--- src/pkg/fsps_defs.vh ---
// constants for the flash self-program section controller
`ifndef FSPS_DEFS_VH
`define FSPS_DEFS_VH
// =====================================================
// register offsets (plain port, word index)
`define FSPS_ADDR_CTRL 4'h0
`define FSPS_ADDR_STAT 4'h1
`define FSPS_ADDR_LOCK 4'h2
`define FSPS_ADDR_RSTV 4'h3
// =====================================================
// ctrl register fields
`define FSPS_CTRL_CLR_BUSY 0
`define FSPS_CTRL_CHIP_ERASE 1
// =====================================================
// status register fields
`define FSPS_STAT_BUSY 0
`define FSPS_STAT_STALL 1
`define FSPS_STAT_ACTIVE 2
`define FSPS_STAT_REJECT 3
// =====================================================
// lock register fields and reset value
`define FSPS_LOCK_APP_LO 0
`define FSPS_LOCK_APP_HI 1
`define FSPS_LOCK_BOOT_LO 2
`define FSPS_LOCK_BOOT_HI 3
`define FSPS_LOCK_RESET 4'hF
// =====================================================
// lock mode codes (high bit, low bit)
`define FSPS_LOCK_FREE 2'h3
`define FSPS_LOCK_NO_STORE 2'h2
`define FSPS_LOCK_ALL 2'h0
`define FSPS_LOCK_NO_LOAD 2'h1
// =====================================================
// timing
`define FSPS_PROG_TIME_NS 4000000
`define FSPS_CLK_NS 50
`define FSPS_PROG_CYCLES (`FSPS_PROG_TIME_NS / `FSPS_CLK_NS)
`endif

--- src/hdl/fsps_region_decode.v ---
// region classification of a flash word address
`timescale 1ns/1ps
module fsps_region_decode #(
   parameter AW = 17,
   parameter [16:0] HALT_BASE = 17'h1F000,
   parameter [16:0] BOOT_BASE_0 = 17'h1FE00,
   parameter [16:0] BOOT_BASE_1 = 17'h1FC00,
   parameter [16:0] BOOT_BASE_2 = 17'h1F800,
   parameter [16:0] BOOT_BASE_3 = 17'h1F000
)
(
   input wire [AW-1:0] addr,
   input wire [1:0] boot_size_fuses,
   output wire in_boot,
   output wire in_halt,
   output wire [AW-1:0] boot_base
);
   reg [AW-1:0] base;
   // =====================================================
   // boot split from fuses
   always @*
   begin
      case (boot_size_fuses)
         2'h0: base = BOOT_BASE_3[AW-1:0];
         2'h1: base = BOOT_BASE_2[AW-1:0];
         2'h2: base = BOOT_BASE_1[AW-1:0];
         default: base = BOOT_BASE_0[AW-1:0];
      endcase
   end
   assign boot_base = base;
   assign in_boot = (addr >= base);
   // fixed boundary, every boot base lies at or above it
   assign in_halt = (addr >= HALT_BASE[AW-1:0]) | in_boot;
endmodule

--- src/hdl/fsps_prog_timer.v ---
// page erase or write duration counter
`timescale 1ns/1ps
module fsps_prog_timer #(
   parameter CYCLES = 80000,
   parameter CW = 17
)
(
   input wire clock,
   input wire rst_b,
   input wire start,
   output reg busy_q,
   output reg done_q
);
   reg [CW-1:0] cnt_q;
   // =====================================================
   // countdown
   always @(posedge clock or negedge rst_b)
   begin
      if (!rst_b)
      begin
         cnt_q <= {CW{1'b0}};
         busy_q <= 1'b0;
         done_q <= 1'b0;
      end
      else
      begin
         done_q <= 1'b0;
         if (start && !busy_q)
         begin
            cnt_q <= CYCLES[CW-1:0] - {{(CW-1){1'b0}}, 1'b1};
            busy_q <= 1'b1;
         end
         else if (busy_q)
         begin
            if (cnt_q == {CW{1'b0}})
            begin
               busy_q <= 1'b0;
               done_q <= 1'b1;
            end
            else
               cnt_q <= cnt_q - {{(CW-1){1'b0}}, 1'b1};
         end
      end
   end
endmodule

--- src/hdl/fsps_top.v ---
// flash self-program section controller top
//
// Contract
// - store ops fetched from the application region are ignored.
// - store ops from the boot region may target any page, boot included.
// - concurrent-region programming keeps the core running, halting region readable.
// - halting-region programming stalls the core for the whole operation.
// - concurrent region unreadable during any programming operation.
// - busy flag reads one while the concurrent region is blocked.
// - stall decision follows the target address region, not the fetch region.
// - boot region always lies wholly inside the halting region.
// - boot split set by the boot size fuses.
// - fixed concurrent/halting boundary independent of the boot size fuses.
// - application region protected by lock pair zero.
// - boot region protected by lock pair one.
// - application pair: 11 free, 10 no store, 00 both, 01 no load.
// - boot pair decoded symmetrically with the application pair.
// - lock bits set back to one only on a full chip erase; the code also loads all ones on reset.
// - reset vector zero unless boot reset fuse programmed, then boot start.
//
// Design decisions made here: the strobed register port and the address map.
`timescale 1ns/1ps
`include "fsps_defs.vh"
module fsps_top #(
   parameter AW = 17,
   parameter PROG_CYCLES = `FSPS_PROG_CYCLES,
   parameter CW = 17
)
(
   input wire clock,
   input wire rst_b,
   input wire [AW-1:0] fetch_addr,
   input wire store_req,
   input wire [AW-1:0] store_addr,
   input wire load_req,
   input wire [AW-1:0] load_addr,
   input wire vec_in_boot,
   input wire [1:0] boot_size_fuses,
   input wire boot_reset_fuse,
   input wire [3:0] reg_addr,
   input wire [7:0] reg_wdata,
   input wire reg_wr,
   input wire reg_rd,
   output reg [7:0] reg_rdata_q,
   output reg stall_q,
   output reg fetch_block_q,
   output reg load_deny_q,
   output reg store_accept_q,
   output reg irq_block_q,
   output reg flash_prog_q,
   output reg [AW-1:0] reset_vector_q
);
   wire fetch_boot;
   wire fetch_halt;
   wire store_boot;
   wire store_halt;
   wire load_boot;
   wire load_halt;
   wire [AW-1:0] boot_base;
   wire tmr_busy;
   wire tmr_done;
   reg [3:0] lock_q;
   reg busy_q;
   reg halt_op_q;
   reg reject_q;
   reg [3:0] lock_d;
   reg busy_d;
   reg reject_d;
   reg store_ok;
   reg load_ok;
   reg irq_blk;
   reg [7:0] rdata_d;
   wire [1:0] app_mode;
   wire [1:0] boot_mode;
   wire start;

   // =====================================================
   // lock decode helpers
   function store_blocked;
      input [1:0] mode;
      begin
         store_blocked = (mode == `FSPS_LOCK_NO_STORE) || (mode == `FSPS_LOCK_ALL);
      end
   endfunction

   function load_blocked;
      input [1:0] mode;
      begin
         load_blocked = (mode == `FSPS_LOCK_NO_LOAD) || (mode == `FSPS_LOCK_ALL);
      end
   endfunction

   // =====================================================
   // region decoders
   fsps_region_decode #(.AW(AW)) u_fetch_dec (
      .addr(fetch_addr),
      .boot_size_fuses(boot_size_fuses),
      .in_boot(fetch_boot),
      .in_halt(fetch_halt),
      .boot_base(boot_base)
   );

   fsps_region_decode #(.AW(AW)) u_store_dec (
      .addr(store_addr),
      .boot_size_fuses(boot_size_fuses),
      .in_boot(store_boot),
      .in_halt(store_halt),
      .boot_base()
   );

   fsps_region_decode #(.AW(AW)) u_load_dec (
      .addr(load_addr),
      .boot_size_fuses(boot_size_fuses),
      .in_boot(load_boot),
      .in_halt(load_halt),
      .boot_base()
   );

   // =====================================================
   // page operation timer
   fsps_prog_timer #(.CYCLES(PROG_CYCLES), .CW(CW)) u_timer (
      .clock(clock),
      .rst_b(rst_b),
      .start(start),
      .busy_q(tmr_busy),
      .done_q(tmr_done)
   );

   assign app_mode = {lock_q[`FSPS_LOCK_APP_HI], lock_q[`FSPS_LOCK_APP_LO]};
   assign boot_mode = {lock_q[`FSPS_LOCK_BOOT_HI], lock_q[`FSPS_LOCK_BOOT_LO]};

   // =====================================================
   // access permission
   always @*
   begin
      store_ok = 1'b0;
      load_ok = 1'b1;
      irq_blk = 1'b0;
      if (store_req && fetch_boot && !tmr_busy)
      begin
         if (store_boot)
            store_ok = !store_blocked(boot_mode);
         else
            store_ok = !store_blocked(app_mode);
      end
      if (fetch_boot && !load_boot && load_blocked(app_mode))
         load_ok = 1'b0;
      if (!fetch_boot && load_boot && load_blocked(boot_mode))
         load_ok = 1'b0;
      if (tmr_busy && !load_halt)
         load_ok = 1'b0;
      if (busy_q && !load_halt)
         load_ok = 1'b0;
      if (!fetch_boot && vec_in_boot && load_blocked(app_mode))
         irq_blk = 1'b1;
      if (fetch_boot && !vec_in_boot && load_blocked(boot_mode))
         irq_blk = 1'b1;
   end

   assign start = store_ok;

   // =====================================================
   // busy flag, lock and reject state
   always @*
   begin
      busy_d = busy_q;
      lock_d = lock_q;
      reject_d = reject_q;
      if (reg_wr && reg_addr == `FSPS_ADDR_CTRL && reg_wdata[`FSPS_CTRL_CLR_BUSY] && !tmr_busy)
         busy_d = 1'b0;
      if (reg_wr && reg_addr == `FSPS_ADDR_LOCK)
         lock_d = lock_q & reg_wdata[3:0];
      if (reg_wr && reg_addr == `FSPS_ADDR_CTRL && reg_wdata[`FSPS_CTRL_CHIP_ERASE])
         lock_d = `FSPS_LOCK_RESET;
      if (reg_rd && reg_addr == `FSPS_ADDR_STAT)
         reject_d = 1'b0;
      if (store_req && !store_ok)
         reject_d = 1'b1;
      // set wins over clear
      if (start)
         busy_d = 1'b1;
   end

   // =====================================================
   // register read mux
   always @*
   begin
      rdata_d = 8'h00;
      case (reg_addr)
         `FSPS_ADDR_STAT: rdata_d = {4'h0, reject_q, tmr_busy, halt_op_q & tmr_busy, busy_q};
         `FSPS_ADDR_LOCK: rdata_d = {4'h0, lock_q};
         `FSPS_ADDR_RSTV: rdata_d = {7'h00, boot_reset_fuse};
         default: rdata_d = 8'h00;
      endcase
   end

   // =====================================================
   // state registers
   always @(posedge clock or negedge rst_b)
   begin
      if (!rst_b)
      begin
         lock_q <= `FSPS_LOCK_RESET;
         busy_q <= 1'b0;
         halt_op_q <= 1'b0;
         reject_q <= 1'b0;
         reg_rdata_q <= 8'h00;
         stall_q <= 1'b0;
         fetch_block_q <= 1'b0;
         load_deny_q <= 1'b0;
         store_accept_q <= 1'b0;
         irq_block_q <= 1'b0;
         flash_prog_q <= 1'b0;
         reset_vector_q <= {AW{1'b0}};
      end
      else
      begin
         lock_q <= lock_d;
         busy_q <= busy_d;
         reject_q <= reject_d;
         reg_rdata_q <= reg_rd ? rdata_d : 8'h00;
         if (start)
            halt_op_q <= store_halt;
         // halting target stalls, concurrent target keeps core running
         stall_q <= start ? store_halt : (tmr_busy && halt_op_q && !tmr_done);
         fetch_block_q <= (start || (tmr_busy && !tmr_done)) ? !fetch_halt : busy_d && !fetch_halt;
         load_deny_q <= load_req && !load_ok;
         store_accept_q <= start;
         irq_block_q <= irq_blk;
         flash_prog_q <= start || (tmr_busy && !tmr_done);
         reset_vector_q <= boot_reset_fuse ? {AW{1'b0}} : boot_base;
      end
   end
endmodule

--- config.mk ---
export PLATFORM = sky130hd
export DESIGN_NAME = fsps_top
export DESIGN_NICKNAME = d
export VERILOG_FILES = /design/src/hdl/fsps_region_decode.v /design/src/hdl/fsps_prog_timer.v /design/src/hdl/fsps_top.v
export VERILOG_INCLUDE_DIRS = /design/src /design/src/pkg
export SDC_FILE = /design/constraint.sdc
export NUM_CORES = 1
export LEC_CHECK = 0
export BUFFER_PORTS_ARGS = -buffer_cell sky130_fd_sc_hd__buf_2
export CORE_MARGIN = 3
export CORE_UTILIZATION = 45
export DETAILED_ROUTE_END_ITERATION = 12
export GPL_TIMING_DRIVEN = 0
export PLACE_DENSITY = 0.75
export SLEW_MARGIN = 20
export SYNTH_ARGS = -nofsm -noshare
export SYNTH_HDL_FRONTEND = slang
export SYNTH_HIERARCHICAL = 1
export SYNTH_SLANG_ARGS = --single-unit
--- constraint.sdc ---
create_clock -name clock -period 3.14 [get_ports clock]
set_input_delay 0.628 -clock clock [delete_from_list [all_inputs] [get_ports clock]]
set_output_delay 0.628 -clock clock [all_outputs]
set_load 0.02 [all_outputs]
# After elaboration in Yosys (flattened, before gate mapping)
# Index checks and enable logic that the tools add are counted.
# totals
ff_bits	57
in_bits	73
out_inout_bits	31
elab_cells	116
# classes
add_sub_neg	1
order_cmp	6
eq_ne	10
muxes	29
bitwise_logic	5
n_reduce_logical	50
# ops
cell	count
17-bit 2-to-1 mux	4
17-bit >= comparator	3
17-bit >= comparator, second input constant	3
12-bit case mux with 3 select lines	1
1-bit logical AND	25
1-bit 2-to-1 mux	20
17-bit zero test	1
17-bit by 1-bit subtractor with 17-bit output, second input constant	1
4-bit case mux with 3 select lines	1
1-bit zero test	11
4-bit by 2-bit equality test with 1-bit output, second input constant	2
4-bit 2-to-1 mux	2
8-bit 2-to-1 mux	1
2-bit by 1-bit equality test with 1-bit output, second input constant	3
2-bit equality test, second input constant	3
2-bit zero test	3
2-bit nonzero test	3
1-bit logical OR	5
4-bit AND	1
4-bit by 1-bit equality test with 1-bit output, second input constant	1
4-bit zero test	1
1-bit bitwise OR	3
2-bit by 1-bit != test with 1-bit output, second input constant	1
2-bit AND reduction	1
1-bit AND	1

# Logic depth before layout (Yosys ltp)
# depth
depth_word	12
ltp_mapped	13

# By module
# Netlist, hierarchy kept.
# by_module_without_submodules
mod	n_inst	cells_per_inst	area_per_inst_um2
fsps_top	1	107	1310.0
fsps_prog_timer	1	101	996.0
fsps_region_decode	3	35	244.0

# Worst setup path before layout
# No wires, ideal clock.
# synth_timing
path_kind	input-to-reg
startpoint	input port boot_size_fuses[0]
endpoint	register u_timer.cnt_q[2]
t_arrival_ns	2.813
required_time_ns	3.052
path_slack_ns	0.239
cell_stages	13
path_buffers	2
path_cell_list	and2_1 -> ha_1 -> nor4b_1 -> and3_1 -> o31a_1 -> mux2i_1 -> or3_1 -> clkbuf_1 -> inv_1 -> nor2b_1 -> buf_1 -> a311oi_1 -> a41oi_1
# synth_rtl
item	line	rtl
start, declared	fsps_top.v:38	input wire [1:0] boot_size_fuses,
2-bit equality test (tied with other cells)	fsps_region_decode.v:23	case (boot_size_fuses)
12-bit case mux with 3 select lines *	fsps_region_decode.v:23	
17-bit >= comparator *	fsps_region_decode.v:31	assign in_boot = (addr >= base);
net store_boot	fsps_top.v:55	wire store_boot;
1-bit 2-to-1 mux *	fsps_top.v:141	if (store_boot)
1-bit 2-to-1 mux *	fsps_top.v:139	if (store_req && fetch_boot && !tmr_busy)
net start	fsps_top.v:75	wire start;
1-bit logical AND *	fsps_prog_timer.v:28	if (start && !busy_q)
2-bit by 1-bit != test with 1-bit output (no line) or 2-bit nonzero test (tied branches)	n/a	
2-bit AND reduction (no line)	n/a	
end signal, assigned	fsps_prog_timer.v:21	cnt_q <= {CW{1'b0}};
end signal, assigned	fsps_prog_timer.v:30	cnt_q <= CYCLES[CW-1:0] - {{(CW-1){1'b0}}, 1'b1};
end signal, assigned	fsps_prog_timer.v:41	cnt_q <= cnt_q - {{(CW-1){1'b0}}, 1'b1};
end, declared	fsps_prog_timer.v:14	reg [CW-1:0] cnt_q;
# Mark *: on every way through the listed nets, which the timed path passes. The rest lies on a longest branch.
# A chain may end at the register's enable or synchronous reset.

# Worst setup path after layout
# layout_timing
startpoint	input port boot_size_fuses[1]
endpoint	register u_timer.cnt_q[2]
# layout_via
elab_chain_cells	9
# layout_rtl
item	line	rtl
2-bit equality test (tied with other cells)	fsps_region_decode.v:23	
12-bit case mux with 3 select lines *	fsps_region_decode.v:23	
17-bit >= comparator *	fsps_region_decode.v:31	
net fetch_boot	fsps_top.v:53	wire fetch_boot;
1-bit logical AND * (2 in a row)	fsps_top.v:139	
1-bit 2-to-1 mux *	fsps_top.v:139	
net start	fsps_top.v:75	
1-bit logical AND *	fsps_prog_timer.v:28	
2-bit by 1-bit != test with 1-bit output (no line) or 2-bit nonzero test (tied branches)	n/a	
2-bit AND reduction (no line)	n/a	
# Marks and branches as above.

==> impl_metrics.yaml <==
detailed_routing:
  firstDrtPassIters: 4
  route.detailed.drc: 0
  totalWireLength_mm: 6.30
  vias: 2404
  final_antenna_net_count: 0
  via_per_inst: 5.10
  dr.first_iter.drc_count: 99
  wl_per_cell_um: 13.4
timing:
  hold_ws_ns: 0.343
  clock-skew-final_ns: 0.00889
  finalCritPeriodShare_pct: 94.0
  finalSetupViolCount: 0
  slew_headroom_pct: 56.7
  min_period_ns: 2.95
  slew_viol_final: 0
  fmax_mhz: 339
  finalHoldViolCount: 0
  worstMarginPinSlew_ns: 0.650
setup_path:
  critPathBufInv: 4
  cp.required_ns: 3.30
  path_cells: "buf_2, nor2_1, ha_1, nor4bb_2, and3_1, o31a_1, nand2_1, or3_1, buf_1, inv_1, nor2b_1, clkbuf_4, a311oi_1, a41oi_1"
  critical-path-max-stage-delay_ns: 0.32
  r2r_cells: 7
  cp-end-kind: "flop"
  critPathTopFamily: "simple AND/OR/NAND/NOR gates"
  rrSetupSlack_ns: 0.79
  critPathLaunchType: "primary input"
  crit_slowest_cell: "o31a_1"
  timing.rr.end: "u_timer/cnt_q[0]"
  cp_data_arrival_time_ns: 3.11
  r2r-start: "u_timer/cnt_q[0]"
  worstSetupPathType: "primary input to flop"
  cp_max_fo: 10
cells_and_area:
  fill_cells: 556
  fin_area_sq_um: 3570
  n_antenna_cell: 0
  final_nets: 478
  drive_gt1_share_pct: 35.4
  fin_cells: 471
  syn_to_final_growth_pct: 27.5
power_and_ir_drop:
  swShare_pct: 23.8
  ir_worst_vdd_v: 0.000188
  power_w: 0.00141
  p_per_area_nw_per_um2: 395
  pwr-share-comb_pct: 14.0
  p_sw_w: 0.000336
  p_leak_nw: 1.79
  clock_power_share_pct: 33.8
  intPower_w: 0.00107
  seq_power_share_pct: 52.2
flow_run:
  drv_cap: 0
clock_tree:
  cts_sinks: 53
  cts_root_buffer: "clkbuf_8"
  clk_latency_ns: 0.31
  cts_tree: "built"
  htreeDepth: 2
  cts_buffers: 5
  clkSlewWorstSetupHoldPaths_ns: 0.09
  clk_path_buf_depth: 2
grt:
  antenna_found_initial: 0
  grt_first_pass_wirelength_mm: 10.9
  grt_max_degree: 54
  track_usage_pct: 18.8
  grt-ovfl-total: 0
  grt_pass1_vias: 2362
die:
  die_h_um: 84.9
  rows: 28
  die_x_um: 84.9
  ioPinCount: 104
  start_util_pct: 47.0
  coreArea_sq_um: 5960
  dieArea_sq_um: 7200
run_status:
  status: "finished, final reports clean"
placed_design:
  gp_congestion: 0.855
  placed_cell_area_sq_um: 3430
  port_buffers: 95
  hpwl_mm: 4.81
  place_inst: 462
yosys:
  syn-mean-instance-area_sq_um: 10.1
  ys_warn_count: 6
  netlist_area_sq_um: 2800
  synthCells: 277
hold_path:
  holdCritPathClass: "primary input to async pin"
## through the flow
stage               worst slack, ns  util, %  setup TNS (ns)
detailed placement           -0.300     57.5           -2.62
global route               -0.00264     59.9        -0.00264
finish                        0.188     59.9               0
floorplan                     0.239        -               0
global placement             -0.236     57.5           -1.60
CTS                          0.0229     59.5               0
## layout by cell type (no fill, tap or decap), types with 3 or more instances in the layout
cell type / n
nand2b_1: 5
and2_1: 3
nor4b_1: 4
nor2b_2: 3
o21a_1: 4
ha_1: 10
clkbuf_8: 6
o31ai_1: 4
dfstp_2: 4
a31oi_1: 3
nor4_1: 10
or3_1: 3
buf_2: 95
buf_4: 21
a22oi_1: 3
a21oi_1: 4
o21ai_0: 6
nand2_1: 17
nor2_1: 20
clkbuf_1: 5
or4_1: 3
nor2b_1: 20
inv_1: 13
nor3_1: 6
nand4_1: 4
nand3_1: 5
conb_1: 18
and3_1: 5
dfrtp_1: 49
mux2i_1: 9
o31a_1: 3
## flip-flops by register name (all words and copies together), names as in the netlist, 4 cells and up
signal	count
reset_vector_q	17
u_timer/cnt_q	17
reg_rdata_q	4
lock_q	4
## timing repair
item,in CTS,in global routing
hold buffers,0,0
buffers inserted,0,2
resized for setup,0,5
endpoints found under the setup margin,0,13
## power by group through the flow
stage	Combinational (W)	Clock, W	Sequential [W]
after detailed placement	0.000196	0	0.000750
final	0.000197	0.000477	0.000736
after global placement	0.000192	0	0.000750
after CTS	0.000197	0.000495	0.000736
after global routing	0.000222	0.000525	0.000741
after floorplan	0.0000861	0	0.000763
## per-layer routing
| metal | global-route usage (%) | share of wire [%] |
|---|---|---|
| met1 | 22.4 | 40 |
| met2 | 32.9 | 52 |
| met3 | 4.85 | 6.8 |
| met4 | 6.33 | 1.7 |
| met5 | 0 | 0 |
## worst reg2reg max path: stages, from the launching register on
cell      delay, ns
dfrtp_1        0.45
inv_1          0.08
ha_1           0.23
nor4b_1        0.37
nand4b_1       0.39
clkbuf_1       0.35
a211oi_1       0.30
a31oi_1        0.06
## worst max path at each step
stage                                  start          endpoint  slack (ns)  cells after the start
after detailed placement  boot_size_fuses[1]  u_timer/cnt_q[2]       -0.30                     14
after floorplan           boot_size_fuses[0]  u_timer/cnt_q[2]        0.24                     13
after global placement    boot_size_fuses[1]  u_timer/cnt_q[2]       -0.24                     14
after CTS                 boot_size_fuses[1]  u_timer/cnt_q[2]        0.02                     14
after global routing      boot_size_fuses[1]  u_timer/cnt_q[2]      -0.003                     14
final                     boot_size_fuses[1]  u_timer/cnt_q[2]        0.19                     14
## layout make-up
type                    instances  area, sq um  share of cell area, %
clock buffers                   6         82.6                   2.31
multi-input cells             199         1310                   36.7
well taps                      75         93.8                   2.63
repair buffers                 97          493                   13.8
plain buffers                  26          170                   4.77
clock inverters                 2         37.5                   1.05
flip-flops and latches         53         1330                   37.3
inverters                      13         48.8                   1.37
(Power assumes the default switching activity.)
